--- config.mk ---
export PLATFORM = sky130hd
export DESIGN_NAME = gsrb_status_bank
export DESIGN_NICKNAME = d
export VERILOG_FILES = /design/src/logic/gsrb_pad_unused.v /design/src/logic/gsrb_status_bank.v
export VERILOG_INCLUDE_DIRS = /design/src /design/src/logic
export SDC_FILE = /design/constraint.sdc
export NUM_CORES = 1
export LEC_CHECK = 0
export BUFFER_PORTS_ARGS = -buffer_cell sky130_fd_sc_hd__buf_2
export CAP_MARGIN = 20
export CORE_UTILIZATION = 50
export CTS_BUF_LIST = sky130_fd_sc_hd__clkbuf_4 sky130_fd_sc_hd__clkbuf_8
export DETAILED_ROUTE_END_ITERATION = 10
export PLACE_DENSITY = 0.78
export SLEW_MARGIN = 25
export SYNTH_ARGS = -nofsm -noshare
export SYNTH_HDL_FRONTEND = slang
export SYNTH_SLANG_ARGS = --single-unit
--- constraint.sdc ---
create_clock -name mclk -period 2.5 [get_ports mclk]
set_input_delay 0.125 -clock mclk [delete_from_list [all_inputs] [get_ports mclk]]
set_output_delay 0.125 -clock mclk [all_outputs]
set_load 0.01 [all_outputs]
--- src/logic/gsrb_regs.vh ---
`ifndef GSRB_REGS_VH
`define GSRB_REGS_VH

// Word window of the status bank
`define GSRB_WORD_BASE 16'h07d0
`define GSRB_NUM_WORDS 16'h0008
`define GSRB_BANK_BYTES 16
`define GSRB_NUM_AXES 4

// Byte offsets inside the bank
`define GSRB_GRIPPER_STATE 4'h0
`define GSRB_AXIS_CONTACT_STATE 4'h1
`define GSRB_FAULT_CODE 4'h2
`define GSRB_FINGER_A_REQUEST_ECHO 4'h3
`define GSRB_FINGER_A_ACTUAL_POSITION 4'h4
`define GSRB_FINGER_A_MOTOR_CURRENT 4'h5
`define GSRB_FINGER_B_REQUEST_ECHO 4'h6
`define GSRB_FINGER_B_ACTUAL_POSITION 4'h7
`define GSRB_FINGER_B_MOTOR_CURRENT 4'h8
`define GSRB_FINGER_C_REQUEST_ECHO 4'h9
`define GSRB_FINGER_C_ACTUAL_POSITION 4'ha
`define GSRB_FINGER_C_MOTOR_CURRENT 4'hb
`define GSRB_SCISSOR_REQUEST_ECHO 4'hc
`define GSRB_SCISSOR_ACTUAL_POSITION 4'hd
`define GSRB_SCISSOR_MOTOR_CURRENT 4'he
`define GSRB_PAD_BYTE 4'hf

// Axis indices
`define GSRB_AX_A 2'h0
`define GSRB_AX_B 2'h1
`define GSRB_AX_C 2'h2
`define GSRB_AX_S 2'h3

// Gripper state field codes
`define GSRB_ST_RESET 2'h0
`define GSRB_ST_ACTIVATING 2'h1
`define GSRB_ST_MODE_CHANGE 2'h2
`define GSRB_ST_READY 2'h3

// Contact and motion codes
`define GSRB_CT_MOVING 2'h0
`define GSRB_CT_STOP_OPEN 2'h1
`define GSRB_CT_STOP_CLOSE 2'h2
`define GSRB_CT_AT_REQUEST 2'h3
`define GSRB_MS_MOVING 2'h0
`define GSRB_MS_SOME_STOPPED 2'h1
`define GSRB_MS_ALL_STOPPED 2'h2
`define GSRB_MS_ALL_REACHED 2'h3

// Fault codes
`define GSRB_FLT_NONE 4'h0
`define GSRB_FLT_WAIT_ACT 4'h5
`define GSRB_FLT_WAIT_MODE 4'h6
`define GSRB_FLT_NO_ACT 4'h7
`define GSRB_FLT_COMM 4'h9
`define GSRB_FLT_INTERF 4'ha
`define GSRB_FLT_RELEASING 4'hb
`define GSRB_FLT_ACT_FAIL 4'hd
`define GSRB_FLT_INTERF_LONG 4'he
`define GSRB_FLT_RELEASED 4'hf
`define GSRB_FLT_PAD 4'h0

// Timing
`define GSRB_CLK_HZ 100000000
`define GSRB_INTERF_S 20
`define GSRB_BLINK_MS 250
`define GSRB_MS_PER_S 1000

`endif

--- src/logic/gsrb_pad_unused.v ---
`timescale 1ns/1ps
`default_nettype none
`default_nettype wire

--- src/logic/gsrb_status_bank.v ---
// Notes on behaviour
// init status mirrors activation request
// operation mode mirrors requested grasp mode
// action status mirrors go-to request
// gripper state: reset, activating, mode change, ready
// motion status summarises finger stops
// byte 0 packs motion, state, action, mode, init
// per-axis contact code: moving, open, close, reached
// byte 1 packs scissor, C, B, A contacts
// stopped axis holds until re-armed
// controller must not toggle go-to rapidly
// byte 2 low nibble fault, upper zero
// priority faults 5, 6, 7
// minor faults 9, 0x0a, 0x0b
// major faults 0x0d, 0x0e, 0x0f latched
// activation clear then set leaves major fault
// fault lamp off, steady or blinking
// byte 3 echoes finger A or common request
// bytes 6, 9, 12 echo B, C, scissor
// bytes 4, 7, 10, 13 actual positions
// bytes 5, 8, 11, 14 motor currents
// each word packs two bytes from 0x07d0
// requests clamp to soft limits internally
// bank is read-only, writes ignored
`timescale 1ns/1ps
`default_nettype none
`include "gsrb_regs.vh"

module gsrb_status_bank #(
  parameter [31:0] INTERF_CYCLES = `GSRB_INTERF_S * `GSRB_CLK_HZ,
  parameter [31:0] BLINK_CYCLES = `GSRB_BLINK_MS * (`GSRB_CLK_HZ / `GSRB_MS_PER_S)
) (
  // Clock and reset
  input wire mclk,
  input wire rstn,
  // Word read port
  input wire rd_req,
  input wire [15:0] rd_addr,
  output reg [15:0] rd_data_q,
  output reg rd_valid_q,
  output reg rd_err_q,
  // Word write port
  input wire wr_req,
  input wire [15:0] wr_addr,
  input wire [15:0] wr_data,
  output reg wr_ignored_q,
  // Command-side requests
  input wire activation_request,
  input wire [1:0] grasp_mode_request,
  input wire goto_request,
  input wire individual_finger_select,
  input wire [7:0] finger_a_position_request,
  input wire [7:0] finger_b_position_request,
  input wire [7:0] finger_c_position_request,
  input wire [7:0] scissor_position_request,
  input wire [7:0] finger_a_force_request,
  input wire [7:0] finger_b_force_request,
  input wire [7:0] finger_c_force_request,
  input wire [7:0] scissor_force_request,
  // Measured positions
  input wire [7:0] finger_a_position,
  input wire [7:0] finger_b_position,
  input wire [7:0] finger_c_position,
  input wire [7:0] scissor_position,
  // Measured currents
  input wire [7:0] finger_a_current,
  input wire [7:0] finger_b_current,
  input wire [7:0] finger_c_current,
  input wire [7:0] scissor_current,
  // Contact pulses, bit per axis A, B, C, scissor
  input wire [3:0] contact_opening,
  input wire [3:0] contact_closing,
  // Soft limits
  input wire [7:0] finger_a_limit_open,
  input wire [7:0] finger_a_limit_close,
  input wire [7:0] finger_b_limit_open,
  input wire [7:0] finger_b_limit_close,
  input wire [7:0] finger_c_limit_open,
  input wire [7:0] finger_c_limit_close,
  input wire [7:0] scissor_limit_open,
  input wire [7:0] scissor_limit_close,
  // Motion controller events
  input wire activation_done,
  input wire activation_failed,
  input wire mode_change_done,
  input wire scissor_interference,
  input wire auto_release_active,
  input wire auto_release_done,
  input wire comm_ready,
  // Fault lamp
  output reg fault_led_q
);

  // Clamp a request into the soft-limit window
  function [7:0] gsrb_clamp;
    input [7:0] req;
    input [7:0] lo;
    input [7:0] hi;
    begin
      gsrb_clamp = (req < lo) ? lo : ((req > hi) ? hi : req);
    end
  endfunction

  // Contact code from stop latch and arrival
  function [1:0] gsrb_axis_code;
    input [1:0] stop;
    input reached;
    begin
      gsrb_axis_code = (stop != `GSRB_CT_MOVING) ? stop :
                       (reached ? `GSRB_CT_AT_REQUEST : `GSRB_CT_MOVING);
    end
  endfunction

  // Per-axis views, index A, B, C, scissor
  wire [7:0] req_w [0:3];
  wire [7:0] force_w [0:3];
  wire [7:0] pos_w [0:3];
  wire [7:0] lo_w [0:3];
  wire [7:0] hi_w [0:3];

  // Fingers B and C follow A unless driven individually
  assign req_w[`GSRB_AX_A] = finger_a_position_request;
  assign req_w[`GSRB_AX_B] = individual_finger_select ?
                             finger_b_position_request : finger_a_position_request;
  assign req_w[`GSRB_AX_C] = individual_finger_select ?
                             finger_c_position_request : finger_a_position_request;
  assign req_w[`GSRB_AX_S] = scissor_position_request;
  assign force_w[`GSRB_AX_A] = finger_a_force_request;
  assign force_w[`GSRB_AX_B] = individual_finger_select ?
                               finger_b_force_request : finger_a_force_request;
  assign force_w[`GSRB_AX_C] = individual_finger_select ?
                               finger_c_force_request : finger_a_force_request;
  assign force_w[`GSRB_AX_S] = scissor_force_request;
  assign pos_w[`GSRB_AX_A] = finger_a_position;
  assign pos_w[`GSRB_AX_B] = finger_b_position;
  assign pos_w[`GSRB_AX_C] = finger_c_position;
  assign pos_w[`GSRB_AX_S] = scissor_position;
  assign lo_w[`GSRB_AX_A] = finger_a_limit_open;
  assign lo_w[`GSRB_AX_B] = finger_b_limit_open;
  assign lo_w[`GSRB_AX_C] = finger_c_limit_open;
  assign lo_w[`GSRB_AX_S] = scissor_limit_open;
  assign hi_w[`GSRB_AX_A] = finger_a_limit_close;
  assign hi_w[`GSRB_AX_B] = finger_b_limit_close;
  assign hi_w[`GSRB_AX_C] = finger_c_limit_close;
  assign hi_w[`GSRB_AX_S] = scissor_limit_close;

  // State registers
  reg [1:0] state_q;
  reg [1:0] state_d;
  reg act_prev_q;
  reg goto_prev_q;
  reg [1:0] mode_prev_q;
  reg [3:0] major_q;
  reg [3:0] major_d;
  reg [31:0] interf_cnt_q;
  reg [31:0] blink_cnt_q;
  reg blink_q;
  reg [1:0] stop_q [0:3];
  reg [7:0] req_prev_q [0:3];
  reg [7:0] force_prev_q [0:3];
  reg [7:0] bank_q [0:15];

  wire act_rise = activation_request && !act_prev_q;
  wire act_fall = !activation_request && act_prev_q;
  wire goto_rise = goto_request && !goto_prev_q;
  wire moving_ok = goto_request && (state_q == `GSRB_ST_READY);
  wire interf_on = scissor_interference && (state_q == `GSRB_ST_MODE_CHANGE);
  wire interf_long = interf_on && (interf_cnt_q >= INTERF_CYCLES);

  // Gripper state sequencing
  always @* begin
    state_d = state_q;
    case (state_q)
      `GSRB_ST_RESET: begin
        if (act_rise && (major_q == `GSRB_FLT_NONE)) begin
          state_d = `GSRB_ST_ACTIVATING;
        end
      end
      `GSRB_ST_ACTIVATING: begin
        if (activation_done) begin
          state_d = `GSRB_ST_READY;
        end
      end
      `GSRB_ST_MODE_CHANGE: begin
        if (mode_change_done) begin
          state_d = `GSRB_ST_READY;
        end
      end
      `GSRB_ST_READY: begin
        if (grasp_mode_request != mode_prev_q) begin
          state_d = `GSRB_ST_MODE_CHANGE;
        end
      end
      default: begin
        state_d = `GSRB_ST_RESET;
      end
    endcase
    if (!activation_request || auto_release_active || activation_failed ||
        (major_q != `GSRB_FLT_NONE)) begin
      state_d = `GSRB_ST_RESET;
    end
  end

  // Major fault latch, a new fault beats the clearing edge
  always @* begin
    major_d = major_q;
    if (act_fall) begin
      major_d = `GSRB_FLT_NONE;
    end
    if (activation_failed) begin
      major_d = `GSRB_FLT_ACT_FAIL;
    end else if (interf_long) begin
      major_d = `GSRB_FLT_INTERF_LONG;
    end else if (auto_release_done) begin
      major_d = `GSRB_FLT_RELEASED;
    end
  end

  // Fault code by priority
  reg [3:0] fault_d;
  always @* begin
    fault_d = `GSRB_FLT_NONE;
    if (major_q != `GSRB_FLT_NONE) begin
      fault_d = major_q;
    end else if (auto_release_active) begin
      fault_d = `GSRB_FLT_RELEASING;
    end else if (interf_on) begin
      fault_d = `GSRB_FLT_INTERF;
    end else if (!comm_ready) begin
      fault_d = `GSRB_FLT_COMM;
    end else if (goto_request && !activation_request) begin
      fault_d = `GSRB_FLT_NO_ACT;
    end else if (goto_request && (state_q == `GSRB_ST_ACTIVATING)) begin
      fault_d = `GSRB_FLT_WAIT_ACT;
    end else if (goto_request && (state_q == `GSRB_ST_MODE_CHANGE)) begin
      fault_d = `GSRB_FLT_WAIT_MODE;
    end
  end

  // Contact codes and motion summary
  reg [1:0] code_d [0:3];
  reg [1:0] motion_d;
  reg [2:0] stopped_n;
  reg finger_moving;
  integer k;
  always @* begin
    stopped_n = 3'h0;
    finger_moving = 1'b0;
    for (k = 0; k < `GSRB_NUM_AXES; k = k + 1) begin
      code_d[k] = gsrb_axis_code(stop_q[k],
                                 pos_w[k] == gsrb_clamp(req_w[k], lo_w[k], hi_w[k]));
    end
    for (k = 0; k < `GSRB_NUM_AXES - 1; k = k + 1) begin
      if (code_d[k] == `GSRB_CT_MOVING) begin
        finger_moving = 1'b1;
      end
      if ((code_d[k] == `GSRB_CT_STOP_OPEN) || (code_d[k] == `GSRB_CT_STOP_CLOSE)) begin
        stopped_n = stopped_n + 3'h1;
      end
    end
    if (finger_moving) begin
      motion_d = `GSRB_MS_MOVING;
    end else if (stopped_n == 3'h0) begin
      motion_d = `GSRB_MS_ALL_REACHED;
    end else if (stopped_n == 3'h3) begin
      motion_d = `GSRB_MS_ALL_STOPPED;
    end else begin
      motion_d = `GSRB_MS_SOME_STOPPED;
    end
  end

  // Status bytes as seen this cycle
  reg [7:0] snap [0:15];
  always @* begin
    snap[`GSRB_GRIPPER_STATE] = {motion_d, state_q, goto_request,
                                 grasp_mode_request, activation_request};
    snap[`GSRB_AXIS_CONTACT_STATE] = {code_d[`GSRB_AX_S], code_d[`GSRB_AX_C],
                                      code_d[`GSRB_AX_B], code_d[`GSRB_AX_A]};
    snap[`GSRB_FAULT_CODE] = {`GSRB_FLT_PAD, fault_d};
    snap[`GSRB_FINGER_A_REQUEST_ECHO] = finger_a_position_request;
    snap[`GSRB_FINGER_A_ACTUAL_POSITION] = finger_a_position;
    snap[`GSRB_FINGER_A_MOTOR_CURRENT] = finger_a_current;
    snap[`GSRB_FINGER_B_REQUEST_ECHO] = finger_b_position_request;
    snap[`GSRB_FINGER_B_ACTUAL_POSITION] = finger_b_position;
    snap[`GSRB_FINGER_B_MOTOR_CURRENT] = finger_b_current;
    snap[`GSRB_FINGER_C_REQUEST_ECHO] = finger_c_position_request;
    snap[`GSRB_FINGER_C_ACTUAL_POSITION] = finger_c_position;
    snap[`GSRB_FINGER_C_MOTOR_CURRENT] = finger_c_current;
    snap[`GSRB_SCISSOR_REQUEST_ECHO] = scissor_position_request;
    snap[`GSRB_SCISSOR_ACTUAL_POSITION] = scissor_position;
    snap[`GSRB_SCISSOR_MOTOR_CURRENT] = scissor_current;
    snap[`GSRB_PAD_BYTE] = 8'h00;
  end

  // Axis stop latches, a contact latches only a moving axis, so a re-arm in the same cycle wins on a stopped one
  integer j;
  always @(posedge mclk or negedge rstn) begin
    if (!rstn) begin
      for (j = 0; j < `GSRB_NUM_AXES; j = j + 1) begin
        stop_q[j] <= `GSRB_CT_MOVING;
        req_prev_q[j] <= 8'h00;
        force_prev_q[j] <= 8'h00;
      end
    end else begin
      for (j = 0; j < `GSRB_NUM_AXES; j = j + 1) begin
        req_prev_q[j] <= req_w[j];
        force_prev_q[j] <= force_w[j];
        if (!activation_request) begin
          stop_q[j] <= `GSRB_CT_MOVING;
        end else if (moving_ok && (stop_q[j] == `GSRB_CT_MOVING) && contact_closing[j]) begin
          stop_q[j] <= `GSRB_CT_STOP_CLOSE;
        end else if (moving_ok && (stop_q[j] == `GSRB_CT_MOVING) && contact_opening[j]) begin
          stop_q[j] <= `GSRB_CT_STOP_OPEN;
        end else if (goto_rise || (force_w[j] > force_prev_q[j]) ||
                     ((req_w[j] != req_prev_q[j]) &&
                      (((stop_q[j] == `GSRB_CT_STOP_CLOSE) && (req_w[j] < pos_w[j])) ||
                       ((stop_q[j] == `GSRB_CT_STOP_OPEN) && (req_w[j] > pos_w[j]))))) begin
          stop_q[j] <= `GSRB_CT_MOVING;
        end
      end
    end
  end

  // Control state, interference timer and lamp
  always @(posedge mclk or negedge rstn) begin
    if (!rstn) begin
      state_q <= `GSRB_ST_RESET;
      major_q <= `GSRB_FLT_NONE;
      act_prev_q <= 1'b0;
      goto_prev_q <= 1'b0;
      mode_prev_q <= 2'h0;
      interf_cnt_q <= 32'h0000_0000;
      blink_cnt_q <= 32'h0000_0000;
      blink_q <= 1'b0;
      fault_led_q <= 1'b0;
    end else begin
      state_q <= state_d;
      major_q <= major_d;
      act_prev_q <= activation_request;
      goto_prev_q <= goto_request;
      mode_prev_q <= grasp_mode_request;
      if (interf_on && !interf_long) begin
        interf_cnt_q <= interf_cnt_q + 32'h0000_0001;
      end else if (!interf_on) begin
        interf_cnt_q <= 32'h0000_0000;
      end
      if (blink_cnt_q >= BLINK_CYCLES - 32'h0000_0001) begin
        blink_cnt_q <= 32'h0000_0000;
        blink_q <= !blink_q;
      end else begin
        blink_cnt_q <= blink_cnt_q + 32'h0000_0001;
      end
      // Major blinks, minor steady, others dark
      fault_led_q <= (fault_d >= `GSRB_FLT_ACT_FAIL) ? blink_q :
                     (fault_d >= `GSRB_FLT_COMM);
    end
  end

  // Snapshot of the bank, refreshed every cycle
  integer b;
  always @(posedge mclk or negedge rstn) begin
    if (!rstn) begin
      for (b = 0; b < `GSRB_BANK_BYTES; b = b + 1) begin
        bank_q[b] <= 8'h00;
      end
    end else begin
      for (b = 0; b < `GSRB_BANK_BYTES; b = b + 1) begin
        bank_q[b] <= snap[b];
      end
    end
  end

  // Word decode
  wire [15:0] rd_off = rd_addr - `GSRB_WORD_BASE;
  wire rd_hit = (rd_addr >= `GSRB_WORD_BASE) && (rd_off < `GSRB_NUM_WORDS);
  wire [3:0] rd_byte = {rd_off[2:0], 1'b0};
  wire [15:0] wr_off = wr_addr - `GSRB_WORD_BASE;
  wire wr_hit = (wr_addr >= `GSRB_WORD_BASE) && (wr_off < `GSRB_NUM_WORDS);
  wire [15:0] wr_unused = wr_data;

  // Read answers one cycle later, byte pairs high first; writes dropped
  always @(posedge mclk or negedge rstn) begin
    if (!rstn) begin
      rd_data_q <= 16'h0000;
      rd_valid_q <= 1'b0;
      rd_err_q <= 1'b0;
      wr_ignored_q <= 1'b0;
    end else begin
      rd_valid_q <= rd_req;
      rd_err_q <= rd_req && !rd_hit;
      wr_ignored_q <= wr_req && wr_hit && (wr_unused == wr_data);
      if (rd_req && rd_hit) begin
        rd_data_q <= {bank_q[rd_byte], bank_q[rd_byte + 4'h1]};
      end else if (rd_req) begin
        rd_data_q <= 16'h0000;
      end
    end
  end

endmodule

`default_nettype wire

Yosys cells after proc, flatten, opt, wreduce, memory -nomap -nowiden
Cells that the tools add are included.
Storage, ports and cells
  register bits: 267
  input port bits: 264
  output and inout bits: 20
  logic and storage cells: 269
Operators by class
  bitwise gates (word level): 2
  reductions and logical operators: 82
  equal/unequal tests: 36
  order comparisons: 30
  add/sub/neg operators: 7
  mux-type cells: 74
Operators with widths (count)
  $mux 8: 16
  $gt 8x8->1: 12
  $mux 32: 3
  $add 32x1->32 const B: 2
  $bmux 8 s4: 2
  $lt 8x8->1: 8
  $mux 2: 32
  $logic_and 1x1->1: 40
  $eq 8x8->1: 4
  $ge 16x11->1 const B: 2
  $ge 32x25->1 const B: 1
  $ge 32x31->1 const B: 1
  $lt 16x4->1 const B: 2
  $mux 16: 2
  $mux 4: 8
  $ne 8x8->1: 4
  $sub 16x11->16 const B: 2
  $eq 2x2->1 const B: 9
  $logic_or 1x1->1: 18
  $eq 2x1->1 const B: 8
  $logic_not 2->1: 8
  $ne 4x1->1 const B: 4
  $mux 3: 5
  $ge 5x5->1 const B: 2
  18 further kinds: 36

Logic depth before layout (Yosys ltp)
Gate-level depths: netlist (run 1).
  depth after elaboration: 17
  gate-level depth with buffers: 16

Least setup slack after synthesis (run 1)
OpenSTA, ideal clock, no wires.
  path kind: input -> register
  start: in individual_finger_select
  end: reg bank_q[126] in the netlist's numbering
  stages on the path: 15
  setup time: 0.101 ns
  arrival: 3.185 ns
  buffers on the path: 3
  path slack: -0.786 ns
  required time: 2.399 ns
  path through: buf_4 buf_2 clkbuf_1 nand2_1 nand2_1 ha_1 nor2b_4 o21ai_2 a21boi_4 o31ai_4 mux2i_1 mux2_4 o32ai_4 a41oi_2 nor4_1
RTL lines
  start, declared: line gsrb_status_bank.v:51  | input wire individual_finger_select,
  end signal, assigned by index: line gsrb_status_bank.v:368  | bank_q[b] <= snap[b];
  end, declared: line gsrb_status_bank.v:161  | reg [7:0] bank_q [0:15];

==> results of run 1 <==
path summary, 6_finish.rpt:
kind / from / endpoint / slack [ns] / depth (start not counted)
max in group asynchronous: rstn / bank_q[80] / 1.61 / 3
min in group asynchronous: rstn / blink_cnt_q[6] / 0.09 / 2
max reg2reg: interf_cnt_q[11] / interf_cnt_q[9] / 0.11 / 10
min: individual_finger_select / req_prev_q[17] / 0.03 / 4
max: individual_finger_select / bank_q[127] / -0.04 / 13
min reg2reg: blink_cnt_q[0] / blink_cnt_q[0] / 0.48 / 1
tightest hold or removal path, cell delays in order:
cell and delay (ns):
clkbuf_16 0.12, nand2_1 0.05, nand2_1 0.09, buf_4 0.15
sequential cells by signal, summed over array words and instances, names as in the netlist:
register and flops:
rd_valid_q 1, stop_q 6, wr_ignored_q 1, rd_err_q 1
interf_cnt_q 32, bank_q 116, fault_led_q 1, force_prev_q 32
gsrb_axis_code.stop 2, state_q 2, major_q 3, req_prev_q 16
blink_cnt_q 32, rd_data_q 16, blink_q 1
power breakdown:
part / switching [mW] / internal [mW] / total, mW / leakage [nW]
clock: 1.80 / 2.29 / 4.09 / 0.506
combinational: 1.19 / 1.14 / 2.33 / 6.22
sequential: 0.0730 / 4.40 / 4.48 / 3.27
final cells by class:
| class | instances | share of cell area, % |
|---|---|---|
| clock buffers | 64 | 4.075 |
| diodes | 5 | 0.06046 |
| well taps | 390 | 2.358 |
| multi-input cells | 1015 | 39.18 |
| flip-flops and latches | 262 | 31.68 |
| inverters | 171 | 3.101 |
| clock inverters | 14 | 0.5562 |
| repair buffers | 548 | 19.00 |
layer usage:
metal	global-route usage, %	share of wire, %	vias up
met5	0	0.053	-
met4	17.68	5.8	4
met3	6.623	7.5	206
met2	53.27	49	636
met1	38.19	38	6815
li1	-	-	6321
per-stage QoR:
step           setup WS, ns  hold slack (ns)
4_1_cts             0.02167        0.0001327
2_1_floorplan       -0.5010          -0.1706
3_3_place_gp        -0.7018          0.08353
3_5_place_dp        -0.8273          0.08901
6_report           -0.04426          0.02719
5_1_grt            -0.08160          0.02078
cells in the mapped netlist (all sizes together) (3+ instances only):
cell type and n:
o21ai 73, o22ai 19, and4 3, inv 171, a211oi 10, a21o 24, a211o 5, nor4 10
o21a 10, a32o 4, nor2 81, mux2 8, and3 21, a21oi 64, o31ai 6, dfrtp 262
a31o 7, nand2 102, xor2 31, mux4 20, nor2b 18, ha 138, clkbuf 29, nand2b 23
o211ai 18, nor3 25, o31a 5, buf 10, nand3 37, a311oi 4, and2 7, nor4b 7
nand4b 3, nand4 45, xnor2 88, a31oi 8, mux2i 50
cells by family (layout without fill, tap and decap cells):
| kind of cell | count (synthesis) | count (layout) | synth area share (%) |
|---|---|---|---|
| AND/OR/NAND/NOR | 394 | 394 | 13.29 |
| AO/OA/AOI/OAI | 279 | 279 | 12.36 |
| flip-flops | 262 | 262 | 43.54 |
| buffers and inverters | 210 | 797 | 5.301 |
| adder cells (fa/ha/maj) | 138 | 138 | 11.47 |
| XOR/XNOR | 119 | 119 | 6.921 |
| multiplexers | 78 | 78 | 7.104 |
| other | 1 | 12 | 0.02490 |
repair_timing:
| item | CTS | global route |
|---|---|---|
| resized for setup | 9 | 60 |
| pin swaps | 3 | 16 |
| hold endpoints to repair | 383 | 0 |
| hold buffers | 156 | 0 |
| setup endpoints to repair | 4 | 29 |
| cloned | 0 | 1 |
| buffers inserted | 1 | 4 |
==> metrics.txt, run 1 <==
outcome=finished with violations; Initial Utilization=50.81%; setup TNS=-0.07987 ns; via/cell ratio=5.663; Area growth, synth to finish=37.43%; kind of end point of the critical path=register; final number of hold-violating endpoints=0; Hold Crit Class=primary input to register; critical path arrival=2.97 ns; Buf/Inv on CP=3; fillers=~2100; final setup violating endpoints=2; PortBufs=264; Slew HR=36.99%; CP required=2.93 ns; leading cell type in the layout, fill and taps excluded=dfrtp_1; Max Fanout on Critical Path=8; Yosys warnings=0; grt ovf=0; Slew @ Worst Pin=0.9452 ns; first-pass GRT wire length=75650 µm; DR iter-0 viols=between 1000 and 1500; Final period util=101.8%; ranking of synthesized cells by area=dfrtp_1 (44%), ha_1 (11%), xnor2_1 (5.1%), inv_1 (4.3%), mux2i_1 (3.2%); FP Rows=63; initial antenna violation count=8; share of layout cells above drive strength 1=between 20% and 30%; vias=about 14000; Die Y=175.5 µm; top cell type's share of synthesized area=43.54%; Placed Area=17800 µm²; final estimated routing congestion in global placement=0.9370; io pins=between 200 and 300; Sink Count=roughly 260; DR WL/cell=20.03 µm; CTS tree=built; area occupied by multi-input gates=8108 µm²; DP Wirelength=35360 µm; Placed Instances=2224; Setup CP Type=primary input to register; Power Density=roughly 530 nW/µm²; gr usage total=31.78%; commonest non-fill, non-tap cells in the layout=dfrtp_1 (262), buf_2 (261), inv_1 (170); RSZ-0062 raised after global routing=yes; Max-Cap Viols=0; VDD IR-drop max=0.4479 mV; Slowest-stage cell, CP=mux2_4; Pwr Total=roughly 11 mW; DR pass1 iterations=5; FF+latch area=6556 µm²; fmax=0.3930 GHz; final net count=2444; leading area contributor after synthesis=dfrtp_1; largest net degree at the start of global routing=62; sequential fraction of the synthesis area=43.54%; Post-Syn Instances=1481; Leak=9.996 nW; core area=29640 µm²; final core utilization=a little over two thirds; total CTS buffers=between 40 and 50; die footprint=30820 µm²; CP Cell Sequence=buf_12 -> buf_8 -> mux2_4 -> ha_4 -> and4_4 -> a21boi_4 -> o31ai_4 -> buf_6 -> mux2i_4 -> xnor2_2 -> o32ai_4 -> a41oi_2 -> nor4_1; Post-synth ARST share=100.0%; design area=20700 µm²; Critical Path Max Stage Delay=0.32 ns; dominant synthesized flop cell=dfrtp_1; Cell variety after synth=75; clk root buf=clkbuf_8; fin crit period=2.544 ns; drc violations=0; startpoint type of the worst setup path=primary input; failing checks=setup timing; final setup skew=0.02139 ns; antenna viol nets, final=0; vias in the first global route=14495; Clock Latency Late Sink=0.56 ns; Syn Area/Cell=10.17 µm²; fin. max-slew vios=0; filler-free cell count of the finished design=around 2500; Chip Width=175.5 µm; register bit total from synthesis=262; CP top delay family=compound AO/OA/AOI/OAI gates; Post-synth EDFFs=0; buffer depth of the longest clock path=3; drt total wl=roughly 49000 µm; clk slew on worst S/H paths=0.06 ns; mapped cell area=15060 µm²; # H-tree levels=2; Setup WS post-layout=-0.04426 ns
Note: power is estimated with default switching activity, not from simulation.
==> run 2, diff against run 1 <==
--- a/config.mk
+++ b/config.mk
@@ -12,6 +12,7 @@
 export CTS_BUF_LIST = sky130_fd_sc_hd__clkbuf_4 sky130_fd_sc_hd__clkbuf_8
 export DETAILED_ROUTE_END_ITERATION = 10
 export PLACE_DENSITY = 0.78
+export RECOVER_POWER = 25
 export SLEW_MARGIN = 25
 export SYNTH_ARGS = -nofsm -noshare
 export SYNTH_HDL_FRONTEND = slang
==> run 2 against run 1 <==
The run still ends with setup timing left. Clock-buffer cell count unchanged. Worst hold slack got worse by 0.0014 ns. Largest power group unchanged. First-iteration DRC count fell by 1.0%. Critical endpoint unchanged. Clock skew is 0.00073 ns lower. Via count is 0.32% lower.
==> metrics.txt, run 2 (synthesized netlist as in run 1, its figures left out) <==
outcome=finished with violations; failing checks=setup timing; final net count=2444; vias=approximately 14000; initial antenna violation count=8; Placement Setup Slack=-0.8273 ns; VDD IR-drop max=0.4484 mV; gr usage total=a little under a third; largest net degree at the start of global routing=62; Hold Crit Class=primary input to register; CTS tree=built; RSZ-0062 raised after global routing=yes; io pins=284; Setup CP Type=primary input to register; # H-tree levels=2; Placed Instances=2224; Power Density=528.0 nW/µm²; DP Wirelength=35360 µm; final estimated routing congestion in global placement=0.9370; core area=29640 µm²; setup TNS=-0.06535 ns; total CTS buffers=44; kind of end point of the critical path=register; CP Cell Sequence=buf_12 -> buf_8 -> mux2_4 -> ha_4 -> and4_4 -> a21boi_4 -> o31ai_4 -> buf_6 -> mux2i_4 -> xnor2_2 -> o32ai_4 -> a41oi_2 -> nor4_1; Leak=just under 10 nW; leading cell type in the layout, fill and taps excluded=dfrtp_1; first-pass GRT wire length=75650 µm; die footprint=30820 µm²; Final period util=101.7%; RR Startpoint=interf_cnt_q[11]; Reg with most FFs=bank_q; CP top delay family=compound AO/OA/AOI/OAI gates; Max Fanout on Critical Path=8; Min-Delay Startpoint=individual_finger_select; worst reg-to-reg setup slack=0.11 ns; filler-free cell count of the finished design=2469; clk root buf=clkbuf_8; grt ovf=0; Chip Width=between 150 and 200 µm; Setup WS post-layout=-0.04327 ns; drc violations=0; CP startpoint=individual_finger_select; PortBufs=264; buffer depth of the longest clock path=3; Slew HR=around 37%; final setup skew=between 0.02 and 0.025 ns; critical path arrival=2.98 ns; Slowest-stage cell, CP=mux2_4; DR WL/cell=about 20 µm; Critical Path Max Stage Delay=0.32 ns; Pwr Total=between 10 and 15 mW; vias in the first global route=14495; DR pass1 iterations=5; Area growth, synth to finish=37.01%; fin. max-slew vios=0; Sink Count=about 260; DR iter-0 viols=1050; share of layout cells above drive strength 1=26.08%; fin crit period=2.543 ns; antenna viol nets, final=0; Buf/Inv on CP=3; fmax=a little under 0.4 GHz; Slew @ Worst Pin=0.9447 ns; startpoint type of the worst setup path=primary input; clk slew on worst S/H paths=approximately 0.060 ns; max reg flops=between 100 and 150; Clock Latency Late Sink=0.56 ns; CP required=2.93 ns; commonest non-fill, non-tap cells in the layout=dfrtp_1 (262), buf_2 (231), inv_1 (170); FP Rows=63; drt total wl=about 50000 µm; Max-Cap Viols=0; Die Y=175.5 µm; via/cell ratio=5.645; final setup violating endpoints=2; Min Hold Slack=0.02578 ns; final number of hold-violating endpoints=0; Initial Utilization=between 50 and 60%
## run 2: stage by stage
stage                     area, µm²  utilization [%]
after detailed placement      17800            60.05
after CTS                     20370            68.72
after floorplan               15230                -
after global placement        17800            60.05
after global routing          20630            69.62
final                         20630            69.62
## run 2: routing by layer
layer	GRT usage [%]	part of all wire, %	vias up	wire (µm)
met5	0	0.053	-	26
met4	17.68	5.8	4	2856
met1	38.19	39	6764	19110
li1	-	-	6322	-
met2	53.27	49	636	24030
met3	6.623	7.0	211	3466
## run 2: power breakdown
group | switching, mW | leakage, nW | internal, mW
Combinational | 1.20 | 6.11 | 1.12
Sequential | 0.0732 | 3.27 | 4.40
Clock | 1.81 | 0.506 | 2.29
Total | 3.08 | 9.89 | 7.82
## run 2: area by class of cell
type	count	area (µm²)
antenna	5	12.51
clock buffer	64	843.3
clock inverter	14	115.1
fill	2144	9005
inverter	171	641.9
multi-input combinational	1015	8108
sequential	262	6556
tap	390	488.0
timing repair buffer	548	3869
## run 2: repair_timing
action                     4_1_cts  5_1_grt
setup endpoints to repair        4       29
gates cloned                     0        1
pin swaps                        3       16
hold endpoints to repair       383        0
resized for setup                9       60
hold buffers                   156        0
setup buffers                    1        4
## run 2: worst paths after layout
kind | to | depth (start not counted)
setup / recovery | bank_q[127] | 13
hold / removal | req_prev_q[17] | 4
setup reg to reg | interf_cnt_q[9] | 10
hold reg to reg | blink_cnt_q[0] | 1
max in group asynchronous | bank_q[69] | 3
min in group asynchronous | blink_cnt_q[6] | 2
## run 2: tightest hold or removal path: stages
cell and delay, ns:
clkbuf_16 0.12, nand2_1 0.05, nand2_1 0.09, buf_4 0.15
==> run 3, diff against run 2 <==
==> constraint.sdc (replaced) <==
create_clock -name mclk -period 2.8 [get_ports mclk]
set_input_delay 0.14 -clock mclk [delete_from_list [all_inputs] [get_ports mclk]]
set_output_delay 0.14 -clock mclk [all_outputs]
set_load 0.01 [all_outputs]
==> run 3 against run 2 <==
The flow now finishes without violations. Clock-buffer cell count did not move. Design area fell by 2.2%. Combinational power fell by 16%. Flip-flop and latch count did not move. Die area did not move. Critical path type unchanged. Critical endpoint is now bank_q[126]. Highest routed layer unchanged.
==> metrics.txt, run 3 (synthesized netlist as in run 1, its figures left out) <==
kind of end point of the critical path=register; Die Y=175.5 µm; filler-free cell count of the finished design=2422; # H-tree levels=2; Clk pwr share=approximately two fifths; drc violations=0; max reg flops=116; fin. max-slew vios=0; Placement Setup Slack=-0.4276 ns; PortBufs=264; DR pass1 iterations=5; Placed Area=17530 µm²; Crit path top cell by count=nand2_2; DR iter-0 viols=around 900; met2 wire len=approximately 24000 µm; Pwr Total=9.988 mW; internal power=around 7.3 mW; Critical Path Max Stage Delay=0.56 ns; RSZ-0062 raised after global routing=yes; Switching Fraction=27.23%; VDD IR-drop max=about 0.35 mV; Gate power share=between 10% and 20%; leading cell type in the layout, fill and taps excluded=dfrtp_1; CP Cell Sequence=dlygate4sd3_1 -> buf_2 -> nand2_2 -> nand2_2 -> ha_4 -> and2_4 -> o21ai_4 -> a21boi_4 -> o31ai_4 -> mux2i_2 -> mux2_4 -> o32ai_4 -> a41oi_2 -> nor4_2; clk slew on worst S/H paths=0.06 ns; Placed Instances=between 2000 and 2500; fin crit period=2.754 ns; vias in the first global route=roughly 15000; DP Wirelength=34480 µm; outcome=finished, final reports clean; Final period util=slightly below 100%; grt ovf=0; commonest non-fill, non-tap cells in the layout=dfrtp_1 (262), buf_2 (199), inv_1 (171); via/cell ratio=5.657; critical path arrival=roughly 3.2 ns; Setup CP Type=primary input to register; gr usage total=31.84%; clk root buf=clkbuf_8; Setup WS post-layout=0.04619 ns; Max Fanout on Critical Path=2; CTS tree=built; Min Hold Slack=0.05813 ns; Initial Utilization=between 50% and 60%; buffer depth of the longest clock path=3; setup TNS=0 ns; Chip Width=about 180 µm; final core utilization=68.08%; Slew HR=46.32%; CP required=3.26 ns; met3 routed WL=approximately 3000 µm; total CTS buffers=43; final number of hold-violating endpoints=0; fillers=about 2200; antenna viol nets, final=0; core area=a little under 30000 µm²; design area=20180 µm²; Max Used Layer=met5; largest net degree at the start of global routing=82; die footprint=30820 µm²; Leak=9.603 nW; Seq pwr share=40.0%; Hold Crit Class=primary input to register; Slew @ Worst Pin=0.8051 ns; final setup skew=0.01694 ns; DRT met1 WL=18540 µm; Power Density=495.0 nW/µm²; Sink Count=262; drt total wl=48320 µm; fmax=0.3631 GHz; Area growth, synth to finish=33.99%; Max-Cap Viols=0; final setup violating endpoints=0; Buf/Inv on CP=2; final net count=2395; share of layout cells above drive strength 1=21.76%; io pins=between 200 and 300; initial antenna violation count=3; Reg with most FFs=bank_q; first-pass GRT wire length=76100 µm; Clock Latency Late Sink=0.56 ns; final estimated routing congestion in global placement=0.9561; CP top delay family=compound AO/OA/AOI/OAI gates; startpoint type of the worst setup path=primary input; Switch Pwr=2.719 mW; DR WL/cell=19.95 µm; FP Rows=63; vias=13702; Slowest-stage cell, CP=dlygate4sd3_1
-- run 3: what timing repair did --
item,CTS,global route
endpoints found under the hold margin,228,0
hold buffers,154,0
setup buffers,0,2
endpoints found under the setup margin,0,8
gates resized for setup,0,27
-- run 3: cell type report --
type | instances | area, µm² | share of cell area, %
Multi-Input combinational cell | 1015 | 7939 | 39.34
Antenna cell | 5 | 12.51 | 0.06201
Clock inverter | 15 | 210.2 | 1.042
Timing Repair Buffer | 500 | 3487 | 17.28
Sequential cell | 262 | 6556 | 32.49
Inverter | 171 | 641.9 | 3.181
Tap cell | 390 | 488.0 | 2.418
Clock buffer | 64 | 843.3 | 4.179
-- run 3: final timing paths --
path,start,end,slack (ns),cells after the start
setup / recovery,finger_c_position_request[3],bank_q[126],0.05,14
hold / removal,contact_opening[0],stop_q[6],0.06,3
setup reg to reg,interf_cnt_q[10],interf_cnt_q[11],0.22,10
hold reg to reg,blink_cnt_q[0],blink_cnt_q[0],0.49,1
max in group asynchronous,rstn,bank_q[65],1.75,3
min in group asynchronous,rstn,force_prev_q[7],0.18,2
-- run 3: routing by layer --
metal | track usage [%] | vias up
met5 | 0 | -
met4 | 18.12 | 2
met3 | 6.234 | 212
met2 | 54.68 | 636
met1 | 37.23 | 6622
li1 | - | 6230
-- run 3: power by group through the flow --
stage	logic [mW]	registers (mW)	clock network (mW)
final	1.96	4.00	4.04
after global routing	2.13	4.01	4.26
after CTS	1.89	3.99	4.08
after detailed placement	1.71	4.06	0
after global placement	1.66	4.06	0
after floorplan	0.966	4.04	0
-- run 3: worst register-to-register path: stages (launching register included) --
cell and delay, ns:
dfrtp_1 0.41, o21ai_1 0.20, a21oi_1 0.10, o21ai_1 0.14, a21oi_1 0.10, o31a_1 0.25, o2111a_1 0.41, buf_12 0.23
nor4_1 0.37, xnor2_1 0.18, nor2_1 0.06
